--- src/inc/lin_status_params.svh ---
// Purpose: offsets, field positions and timing counts of the bus status block
// Assumes: 16-bit registers behind a plain strobe port
// Notes: definitions only
`ifndef LIN_STATUS_PARAMS_SVH
`define LIN_STATUS_PARAMS_SVH

`define ADDR_STATUS 4'h0
`define ADDR_DATA 4'h1
`define ADDR_CHECKSUM 4'h2
`define ADDR_CONTROL 4'h3
`define ADDR_IRQ_MASK 4'h4

`define BIT_RX_READY 0
`define BIT_TX_READY 1
`define BIT_TX_DONE 2
`define BIT_BREAK_RX 3
`define BIT_COLLISION 4
`define BIT_NEG_EDGE 5
`define BIT_FRAME_ERR 6
`define BIT_CSUM_ERR 7
`define BIT_PID_ERR 8
`define BIT_BREAK_MAX 9
`define BIT_WAKEUP 10

`define CTRL_COLL_SEP 6
`define CTRL_ENABLE 11
`define STATUS_RESET 16'h0002
`define CONTROL_RESET 16'h0000
`define MASK_RESET 16'h0000
`define STATUS_USED 16'h07ff
// maskable sources: tx ready, tx done, break, collision, negative edge
`define IRQ_SOURCES 16'h003e
`define NEG_EDGE_LIMIT 57
`define BREAK_BITS 11

`endif

--- src/inc/lin_status_pkg.sv ---
// Purpose: types shared by the bus status block
// Assumes: nothing beyond the params header
// Notes: event bundle carries one-cycle pulses from the bus engine
package lin_status_pkg;

    typedef struct packed {
        logic wakeup;
        logic break_max;
        logic frame_err;
        logic collision;
        logic tx_loaded;
        logic tx_done;
        logic rx_byte;
        logic rx_mode;
        logic [7:0] rx_data;
    } bus_events_s;

    typedef struct packed {
        logic [3:0] addr;
        logic [15:0] wdata;
        logic wr;
        logic rd;
    } reg_req_s;

endpackage

--- src/lin_status_flags.sv ---
// Purpose: status, data, checksum and interrupt flag logic of a serial bus controller
// Assumes: bus engine supplies one-cycle event pulses on this clock
// Notes: status read clears only the read-clearable bits it returned
//
// Design decisions made here: the address map and the address-and-strobe port.
`timescale 1ns/1ps
`default_nettype none
`include "lin_status_params.svh"

// What this block does
// - set wake-up flag on bus wake when low-power bit is zero; status read clears.
// - flag first break after enable that outlasts maximum count; status read clears.
// - PID parity flag follows the current data byte, payload or identifier alike.
// - checksum mismatch flag while receive ready; clears on match, or on status read once receive ready has dropped.
// - frame error flag on missing stop bit; status read clears.
// - flag 57 or more falling edges in one frame; status read clears.
// - collision flag unless combined mode and transmit complete already set.
// - break flag after 11 bit times low; status read clears.
// - transmit complete set after all data sent, held until break or data write, cleared receiving.
// - transmit ready low until byte moves to shifter; rewrite replaces pending.
// - receive ready set on new byte; data register read clears it.
// - five sources individually maskable onto the interrupt output.
module lin_status_flags #(
    parameter int BIT_CLOCKS = 6250
) (
    input wire logic i_clock,
    input wire logic i_rst_n,
    input wire lin_status_pkg::reg_req_s i_req,
    output logic [15:0] o_rdata,
    input wire lin_status_pkg::bus_events_s i_evt,
    input wire logic i_rxd,
    input wire logic i_frame_start,
    input wire logic i_low_power,
    output logic o_tx_pending,
    output logic [7:0] o_tx_byte,
    output logic o_enable,
    output logic o_irq
);
    import lin_status_pkg::*;

    logic [15:0] status_q;
    logic [15:0] status_d;
    logic [15:0] control_q;
    logic [15:0] mask_q;
    logic [7:0] data_q;
    logic [7:0] csum_q;
    logic [15:0] rdata_q;
    logic rxd_meta_q;
    logic rxd_sync_q;
    logic first_break_q;
    logic low_power_meta_q;
    logic low_power_q;

    wire wr_status = i_req.wr && i_req.addr == `ADDR_STATUS;
    wire wr_data = i_req.wr && i_req.addr == `ADDR_DATA;
    wire wr_csum = i_req.wr && i_req.addr == `ADDR_CHECKSUM;
    wire wr_ctrl = i_req.wr && i_req.addr == `ADDR_CONTROL;
    wire wr_mask = i_req.wr && i_req.addr == `ADDR_IRQ_MASK;
    wire rd_status = i_req.rd && i_req.addr == `ADDR_STATUS;
    wire rd_data = i_req.rd && i_req.addr == `ADDR_DATA;

    wire neg_edge_max;
    wire break_seen;
    wire pid_bad;

    lin_bus_monitor #(
        .BIT_CLOCKS(BIT_CLOCKS)
    ) u_monitor (
        .i_clock(i_clock),
        .i_rst_n(i_rst_n),
        .i_rxd(rxd_sync_q),
        .i_frame_start(i_frame_start),
        .o_neg_edge_max(neg_edge_max),
        .o_break_seen(break_seen)
    );

    // judged on the incoming byte so bit 8 matches the data register it sits beside
    lin_pid_check u_pid (
        .i_byte(next_data),
        .o_parity_bad(pid_bad)
    );

    // bits a status read clears: everything except ready, done, ready-tx, pid
    localparam logic [15:0] READ_CLEAR = 16'h06f8;
    wire [15:0] rd_clear = rd_status ? (status_q & READ_CLEAR) : 16'h0000;

    wire enabling = wr_ctrl && i_req.wdata[`CTRL_ENABLE] && !control_q[`CTRL_ENABLE];
    wire collision_ok = control_q[`CTRL_COLL_SEP] || !status_q[`BIT_TX_DONE];
    wire [7:0] next_data = i_evt.rx_byte ? i_evt.rx_data : (wr_data ? i_req.wdata[7:0] : data_q);
    wire rx_ready_next = i_evt.rx_byte || (status_q[`BIT_RX_READY] && !rd_data);

    always_comb begin
        status_d = status_q & ~rd_clear;
        // set terms follow the clear so a same-cycle event wins
        if (i_evt.wakeup && !low_power_q) status_d[`BIT_WAKEUP] = 1'b1;
        if (i_evt.break_max && first_break_q) status_d[`BIT_BREAK_MAX] = 1'b1;
        if (i_evt.frame_err) status_d[`BIT_FRAME_ERR] = 1'b1;
        if (neg_edge_max) status_d[`BIT_NEG_EDGE] = 1'b1;
        if (i_evt.collision && collision_ok) status_d[`BIT_COLLISION] = 1'b1;
        if (break_seen) status_d[`BIT_BREAK_RX] = 1'b1;
        if (rx_ready_next) begin
            if (next_data != csum_q) status_d[`BIT_CSUM_ERR] = 1'b1;
            else status_d[`BIT_CSUM_ERR] = 1'b0;
        end
        // transmit complete: held until a break or a data write, dropped in receive mode
        if (i_evt.rx_mode || break_seen) status_d[`BIT_TX_DONE] = 1'b0;
        else if (wr_data) status_d[`BIT_TX_DONE] = 1'b0;
        else if (i_evt.tx_done) status_d[`BIT_TX_DONE] = 1'b1;
        // a rewrite before the shifter takes the byte simply replaces it
        if (wr_data) status_d[`BIT_TX_READY] = 1'b0;
        else if (i_evt.tx_loaded) status_d[`BIT_TX_READY] = 1'b1;
        status_d[`BIT_RX_READY] = rx_ready_next;
        status_d[`BIT_PID_ERR] = pid_bad;
        status_d = status_d & `STATUS_USED;
    end

    wire [15:0] rd_mux = rd_status ? status_q :
                         rd_data ? {8'h00, data_q} :
                         (i_req.rd && i_req.addr == `ADDR_CHECKSUM) ? {8'h00, csum_q} :
                         (i_req.rd && i_req.addr == `ADDR_CONTROL) ? control_q :
                         (i_req.rd && i_req.addr == `ADDR_IRQ_MASK) ? mask_q : 16'h0000;

    always_ff @(posedge i_clock) begin
        if (!i_rst_n) begin
            status_q <= `STATUS_RESET;
            control_q <= `CONTROL_RESET;
            mask_q <= `MASK_RESET;
            data_q <= 8'h00;
            csum_q <= 8'h00;
            rdata_q <= 16'h0000;
        end else begin
            status_q <= status_d;
            data_q <= next_data;
            rdata_q <= rd_mux;
            if (wr_csum) csum_q <= i_req.wdata[7:0];
            if (wr_ctrl) control_q <= i_req.wdata;
            if (wr_mask) mask_q <= i_req.wdata & `IRQ_SOURCES;
        end
    end

    // pin-side levels pass two flops before use
    always_ff @(posedge i_clock) begin
        if (!i_rst_n) begin
            rxd_meta_q <= 1'b1;
            rxd_sync_q <= 1'b1;
            low_power_meta_q <= 1'b0;
            low_power_q <= 1'b0;
        end else begin
            rxd_meta_q <= i_rxd;
            rxd_sync_q <= rxd_meta_q;
            low_power_meta_q <= i_low_power;
            low_power_q <= low_power_meta_q;
        end
    end

    // only the first break after enabling is judged for overrun
    always_ff @(posedge i_clock) begin
        if (!i_rst_n) first_break_q <= 1'b0;
        else if (enabling) first_break_q <= 1'b1;
        else if (break_seen || i_evt.break_max) first_break_q <= 1'b0;
    end

    // status writes are ignored; flags clear by reads, data and checksum writes and bus events only
    wire unused_wr = wr_status;

    assign o_rdata = rdata_q;
    assign o_tx_pending = !status_q[`BIT_TX_READY];
    assign o_tx_byte = data_q;
    assign o_enable = control_q[`CTRL_ENABLE];
    assign o_irq = |(status_q & mask_q & `IRQ_SOURCES);
endmodule
`default_nettype wire

--- src/lin_pid_check.sv ---
// Purpose: protected identifier parity check of one byte
// Assumes: bits 0..5 identifier, bits 6 and 7 parity
// Notes: purely combinational
`timescale 1ns/1ps
`default_nettype none
module lin_pid_check (
    input wire logic [7:0] i_byte,
    output logic o_parity_bad
);
    wire p0 = i_byte[0] ^ i_byte[1] ^ i_byte[2] ^ i_byte[4];
    wire p1 = ~(i_byte[1] ^ i_byte[3] ^ i_byte[4] ^ i_byte[5]);
    assign o_parity_bad = (p0 != i_byte[6]) || (p1 != i_byte[7]);
endmodule
`default_nettype wire

--- src/lin_bus_monitor.sv ---
// Purpose: counts falling edges per frame and times low bus for a break
// Assumes: rxd already synchronised; bit time given in clocks
// Notes: one-cycle pulses out
`timescale 1ns/1ps
`default_nettype none
`include "lin_status_params.svh"
module lin_bus_monitor #(
    parameter int BIT_CLOCKS = 6250
) (
    input wire logic i_clock,
    input wire logic i_rst_n,
    input wire logic i_rxd,
    input wire logic i_frame_start,
    output logic o_neg_edge_max,
    output logic o_break_seen
);
    localparam int BREAK_CLOCKS = BIT_CLOCKS * `BREAK_BITS;
    localparam int LW = $clog2(BREAK_CLOCKS + 1);
    initial begin
        if (BIT_CLOCKS < 1) $error("BIT_CLOCKS must be positive");
    end
    logic rxd_q;
    logic [5:0] edges_q;
    logic [LW-1:0] low_q;
    wire fall = rxd_q & ~i_rxd;
    wire edge_hit = fall && (edges_q == 6'(`NEG_EDGE_LIMIT - 1));
    wire low_hit = !i_rxd && (low_q == LW'(BREAK_CLOCKS - 1));
    always_ff @(posedge i_clock) begin
        if (!i_rst_n) begin
            rxd_q <= 1'b1;
            edges_q <= 6'h00;
            low_q <= '0;
        end else begin
            rxd_q <= i_rxd;
            if (i_frame_start) edges_q <= 6'h00;
            else if (fall && edges_q != 6'h3f) edges_q <= edges_q + 6'h01;
            if (i_rxd) low_q <= '0;
            else if (low_q != LW'(BREAK_CLOCKS)) low_q <= low_q + LW'(1);
        end
    end
    assign o_neg_edge_max = edge_hit;
    assign o_break_seen = low_hit;
endmodule
`default_nettype wire

--- config.mk ---
export PLATFORM = sky130hd
export DESIGN_NAME = lin_status_flags
export DESIGN_NICKNAME = d
export VERILOG_FILES = /design/src/inc/lin_status_pkg.sv /design/src/lin_status_flags.sv /design/src/lin_pid_check.sv /design/src/lin_bus_monitor.sv
export VERILOG_INCLUDE_DIRS = /design/src /design/src/inc
export SDC_FILE = /design/constraint.sdc
export NUM_CORES = 1
export LEC_CHECK = 0
export BUFFER_PORTS_ARGS = -buffer_cell sky130_fd_sc_hd__buf_2
export CORE_MARGIN = 4
export CORE_UTILIZATION = 47
export CTS_BUF_LIST = sky130_fd_sc_hd__clkbuf_8
export CTS_CLUSTER_SIZE = 12
export DETAILED_ROUTE_END_ITERATION = 10
export PLACE_DENSITY_LB_ADDON = 0.25
export RECOVER_POWER = 25
export SETUP_SLACK_MARGIN = 0.15
export SYNTH_ARGS = -nofsm -noshare
export SYNTH_HDL_FRONTEND = slang
export SYNTH_HIERARCHICAL = 1
export SYNTH_SLANG_ARGS = --single-unit
--- constraint.sdc ---
create_clock -name i_clock -period 2.5 [get_ports i_clock]
set_input_delay 0.5 -clock i_clock [delete_from_list [all_inputs] [get_ports i_clock]]
set_output_delay 0.5 -clock i_clock [all_outputs]
set_load 0.01 [all_outputs]
==> flow_summary.toml, run 1 <==
[global_routing]
grt_antenna_before_repair = 0
grt_use_total_pct = 20.0
grt_max_degree = 37
grt_pass1_vias = 3553
grt_pass1_wl_um = 18000
overflow = 0

[critical_path]
setup.worst_path.class = "in -> reg"
crit_fanout = 8
max_stage_delay_ns = 0.49
cp_data_arrival_time_ns = 2.41
critical_path.startpoint_type = "input port"
slowest_stage = "or3_1"
r2r_setup_slack_ns = 0.45
cp.required_ns = 2.81
end_kind = "flop"
path_cells = "buf_2 > or3_1 > o21ai_0 > nand3_1 > xor3_1 > and2_0 > mux2i_1 > and2_1"

[detailed_routing]
wirelength_um = 11000
first_iter_violations = 239
drtPass1Iterations = 5
wl_per_cell_um = 15.7
vias_per_cell = 5.42
num_vias = 3791
ant_nets = 0
route.detailed.drc = 0

[logic_synthesis]
yosys.cell_count.top_type = "dfxtp_1"
ys_seq_area_share_pct = 41.9
ys_ff_latch = 93
synth_area_leaders = "dfxtp_1 (42%), nor2b_1 (5.6%), nand2_1 (4.7%), mux2i_1 (4.5%), a21boi_0 (3.7%)"
synth-edff-count = 0
syn_nets = 548
syn_inst = 500
yosys_warnings = 6
synth_flop_cell = "dfxtp_1"
synth_common_cells = "dfxtp_1 (93), nand2_1 (56), nor2b_1 (40)"
synth_top_area_share_pct = 41.9
synth_cell_types = 59
syn_area_sq_um = 4450
synth_area_per_cell_sq_um = 8.89
synthArstFlopShare_pct = 0
synth_top_area_cell = "dfxtp_1"

[timing]
rsz0062_at_grt = "no"
fmax_mhz = 476
finalHoldViolCount = 0
period_minus_slack_ns = 2.10
maxSlewHeadroom_pct = 23.5
worst-slew-pin-transition_ns = 1.15
period_share_pct = 84.0
clock_skew_ns = 0.0143
tns_ns = 0
final_max_slew_viol_count = 0
fin_hold_ws_ns = 0.319
finalSetupViolCount = 0

[hold_path]
hold_class = "in -> reg"

[power_and_ir_drop]
p_per_area_nw_per_um2 = 546
p_leak_nw = 1.89
peakVddDrop_uv = 270

[die]
die_w_um = 105
num_rows = 35
core-area_sq_um = 9240
initial_core_util_pct = 48.1
dieArea_sq_um = 11100
io_pins = 70
dieHeight_um = 105

[clocking]
ctsHoldBuffers = 0
post-cts-setup-buffer-count = 0
postCtsResizedCells = 0
clock_sinks = 93
cts_tree = "yes"
clockRootBuffer = "clkbuf_8"
cts.path.max_buffers = 2
cts_buffers = 9
clk_pin_slew_ns = 0.10
clkLatencyLatePin_ns = 0.36
htreeDepth = 3

[placement]
dp_hpwl_um = 8080
place_congestion = 0.871
portBuffers = 69

[cells_and_area]
area_growth_pct = 13.9
post-route-util_pct = 54.8
fin_nets = 614
layout-drive-gt1-share_pct = 14.2
diodes = 0

[outcome]
status = "finished, final reports clean"

[run]
max-cap-violations = 0
==> sequential cells by signal (all words and copies together) (netlist names), 5 cells and up <==
name               cells
status_q              11
u_monitor/low_q       17
u_monitor/edges_q      6
o_rdata               16
csum_q                 8
control_q             16
o_tx_byte              8
mask_q                 5
==> critical path, delay by kind of cell <==
family / cells / cell delay, ns
buffers and inverters: 1 / 0.14
XOR/XNOR: 1 / 0.38
multiplexers: 1 / 0.13
AND/OR/NAND/NOR: 4 / 0.93
AO/OA/AOI/OAI: 1 / 0.32
==> report_power, final <==
group,switching [mW],internal (mW),total (mW),leakage [nW]
sequential,0.0293,1.51,1.54,0.755
clock,0.552,0.398,0.949,0.0922
combinational,0.147,0.131,0.279,1.04
==> stage by stage <==
| stage | area (sq um) | instances | total power, mW | worst slack [ns] |
|---|---|---|---|---|
| finish | 5070 | 700 | 2.77 | 0.400 |
| floorplan | 4450 | 500 | 1.74 | 0.259 |
| global route | 5070 | 700 | 2.89 | 0.280 |
| detailed placement | 4910 | 684 | 1.85 | 0.0279 |
| CTS | 5090 | 700 | 2.79 | 0.405 |
| global placement | 4910 | 684 | 1.84 | 0.105 |
==> path summary, 6_finish.rpt <==
kind              cells after the start                               to                             from
hold / removal                        2            rxd_meta_q$_SDFF_PN1_                            i_rxd
setup reg to reg                      4  u_monitor/low_q[4]$_SDFFE_PP0P_  u_monitor/low_q[9]$_SDFFE_PP0P_
hold reg to reg                       1            rxd_sync_q$_SDFF_PN1_            rxd_meta_q$_SDFF_PN1_
setup / recovery                      8           status_q[8]$_SDFF_PN0_                        i_req[20]
==> final cells by class <==
| cell class | instances | area, sq um |
|---|---|---|
| multi-input cells | 363 | 2390 |
| inverters | 20 | 75.1 |
| repair buffers | 79 | 393 |
| well taps | 129 | 161 |
| fillers | 861 | 4170 |
| flip-flops and latches | 93 | 1860 |
| clock buffers | 10 | 138 |
| clock inverters | 6 | 47.5 |
==> kinds of logic (layout without fill, tap and decap cells) <==
logic type / count (synthesis) / count (layout) / synth area share [%]
compound gates: 102 / 102 / 16.2
xor+xnor: 14 / 14 / 3.40
fa+ha+maj: 5 / 5 / 1.41
buf+inv: 44 / 115 / 4.39
flops: 93 / 93 / 41.9
mux: 23 / 23 / 5.26
simple gates: 219 / 219 / 27.5
==> layer usage <==
layer  part of all wire [%]  wire, um  GRT usage [%]  vias to the layer above
met5                      0         0              0                        -
met4                   0.46        51           4.69                        0
met3                    6.2       685           4.84                        2
met2                     44      4830           30.2                      102
met1                     49      5450           28.8                     1789
li1                       -         -              -                     1898
==> cell usage in the layout, fill, tap and decap left out, drive strengths merged, types with 3 or more instances in the layout <==
master	synthesis	routed
a2111oi	4	4
a211oi	6	6
a21boi	22	22
a21oi	18	18
a221oi	5	5
a222oi	4	4
a22o	5	5
a22oi	5	5
a31oi	9	9
and2	18	18
and4	5	5
buf	13	59
clkbuf	11	30
dfxtp	93	93
ha	5	5
inv	20	23
mux2	3	3
mux2i	20	20
nand2	56	56
nand2b	7	7
nand3	12	12
nand4	7	7
nand4b	4	4
nor2	33	33
nor2b	40	40
nor3	3	3
nor3b	3	3
nor4	6	6
nor4b	5	5
o21ai	15	15
o31ai	3	3
or3	6	6
or4	4	4
xnor2	10	10
Power figures use the tool's default switching activity.
==> inputs of run 2 (changes only) <==
Clock period 2.5 ns to 1.75 ns, I/O delays scaled along.
==> flow_summary.toml, run 2 (synthesized netlist as in run 1, its figures left out) <==
[outcome]
status = "complete, but fails checks"
failed_checks = "setup timing"

[placement]
dp_hpwl_um = 8450
placed_cells = 737
portBuffers = 69
place_congestion = 0.912

[detailed_routing]
wl_per_cell_um = 15.5
num_vias = 4117
drtPass1Iterations = 5
route.detailed.drc = 0
ant_nets = 0
vias_per_cell = 5.37
first_iter_violations = 212
wirelength_um = 11900

[clocking]
cts_tree = "yes"
htreeDepth = 3
clock_sinks = 93
clk_pin_slew_ns = 0.09
cts_buffers = 9
cts.path.max_buffers = 2
clkLatencyLatePin_ns = 0.35
ctsHoldBuffers = 0
clockRootBuffer = "clkbuf_8"

[power_and_ir_drop]
power.total_mw = 4.06
p_per_area_nw_per_um2 = 691
peakVddDrop_uv = 577
p_leak_nw = 2.31

[cells_and_area]
area_growth_pct = 32.1
post-route-util_pct = 63.6
stdcell_count = 767
mostFrequentLayoutCells = "dfxtp_1 (83), buf_4 (64), nand2_1 (56)"
diodes = 0
fin_nets = 681
max_flop_register = "u_monitor/low_q"
layout_commonest_cell = "dfxtp_1"
layout-drive-gt1-share_pct = 30.7
largest_register_ffs = 17

[die]
dieHeight_um = 105
die_w_um = 105
num_rows = 35
dieArea_sq_um = 11100
initial_core_util_pct = 48.1
core-area_sq_um = 9240
io_pins = 70

[global_routing]
grt_antenna_before_repair = 0
grt_pass1_wl_um = 18900
grt_use_total_pct = 20.9
grt_pass1_vias = 3826
grt_max_degree = 67
overflow = 0

[hold_path]
hold_class = "in -> reg"

[critical_path]
cp_data_arrival_time_ns = 2.15
end_kind = "flop"
cp.required_ns = 2.03
slowest_stage = "or4b_4"
crit_fanout = 7
critical_path.startpoint_type = "flop"
crit_family = "simple AND/OR/NAND/NOR gates"
max_stage_delay_ns = 0.54
setup.worst_path.class = "reg -> reg"
path_cells = "or4b_4 > or4_4 > buf_8 > nand4_1 > mux2i_1"
crit_buf_inv = 1

[timing]
rsz0062_at_grt = "yes"
finalHoldViolCount = 0
fmax_mhz = 534
finalSetupViolCount = 6
setup_ws_ns = -0.121
final_max_slew_viol_count = 0
worst-slew-pin-transition_ns = 1.09
tns_ns = -0.445
maxSlewHeadroom_pct = 27.4
period_share_pct = 107
period_minus_slack_ns = 1.87
clock_skew_ns = 0.0115

[run]
max-cap-violations = 0
run 2: changes by cell type in the layout (fill, tap and decap cells not counted), sizes merged:
cell | before | now
buf | 59 | 129
clkinvlp | 2 | 3
clkbuf | 30 | 28
clkinv | 1 | 0
inv | 23 | 22
run 2: final timing paths:
path,from,end,slack (ns),depth (start not counted)
setup / recovery,u_monitor/low_q[4]$_SDFFE_PP0P_,u_monitor/low_q[3]$_SDFFE_PP0P_,-0.12,5
hold / removal,i_rxd,rxd_meta_q$_SDFF_PN1_,0.19,2
setup reg to reg,u_monitor/low_q[4]$_SDFFE_PP0P_,u_monitor/low_q[3]$_SDFFE_PP0P_,-0.12,5
hold reg to reg,rxd_meta_q$_SDFF_PN1_,rxd_sync_q$_SDFF_PN1_,0.43,1
run 2: through the flow:
step | instance area (sq um) | hold WS (ns) | setup slack, ns
2_1_floorplan | 4530 | 0.386 | -0.202
3_3_place_gp | 5420 | 0.389 | -0.427
3_5_place_dp | 5420 | 0.413 | -0.482
4_1_cts | 5780 | 0.171 | -0.131
5_1_grt | 5870 | 0.205 | -0.174
6_report | 5870 | 0.187 | -0.121
run 2: cell type report:
class | instances | area (sq um)
inverters | 20 | 75.1
repair buffers | 146 | 990
multi-input cells | 363 | 2580
fillers | 787 | 3370
clock buffers | 11 | 151
clock inverters | 5 | 35.0
flip-flops and latches | 93 | 1880
well taps | 129 | 161
run 2: layer usage:
metal | routed length (um) | track usage [%] | share of wire, %
met1 | 5690 | 29.5 | 48
met5 | 0 | 0 | 0
met3 | 698 | 4.29 | 5.9
met4 | 185 | 6.37 | 1.6
met2 | 5320 | 32.3 | 45
run 2: repair_timing:
| action | in CTS | in global routing |
|---|---|---|
| pin swaps | 22 | 20 |
| setup endpoints to repair | 14 | 44 |
| endpoints found under the hold margin | 0 | 0 |
| buffers inserted | 10 | 4 |
| resized for setup | 25 | 26 |
run 2: report_power, final:
part | switching [mW] | leakage (nW) | internal [mW] | total [mW]
clock network | 0.753 | 0.0894 | 0.595 | 1.35
registers | 0.0318 | 0.760 | 2.15 | 2.19
logic | 0.253 | 1.46 | 0.268 | 0.521
total | 1.04 | 2.31 | 3.02 | 4.06
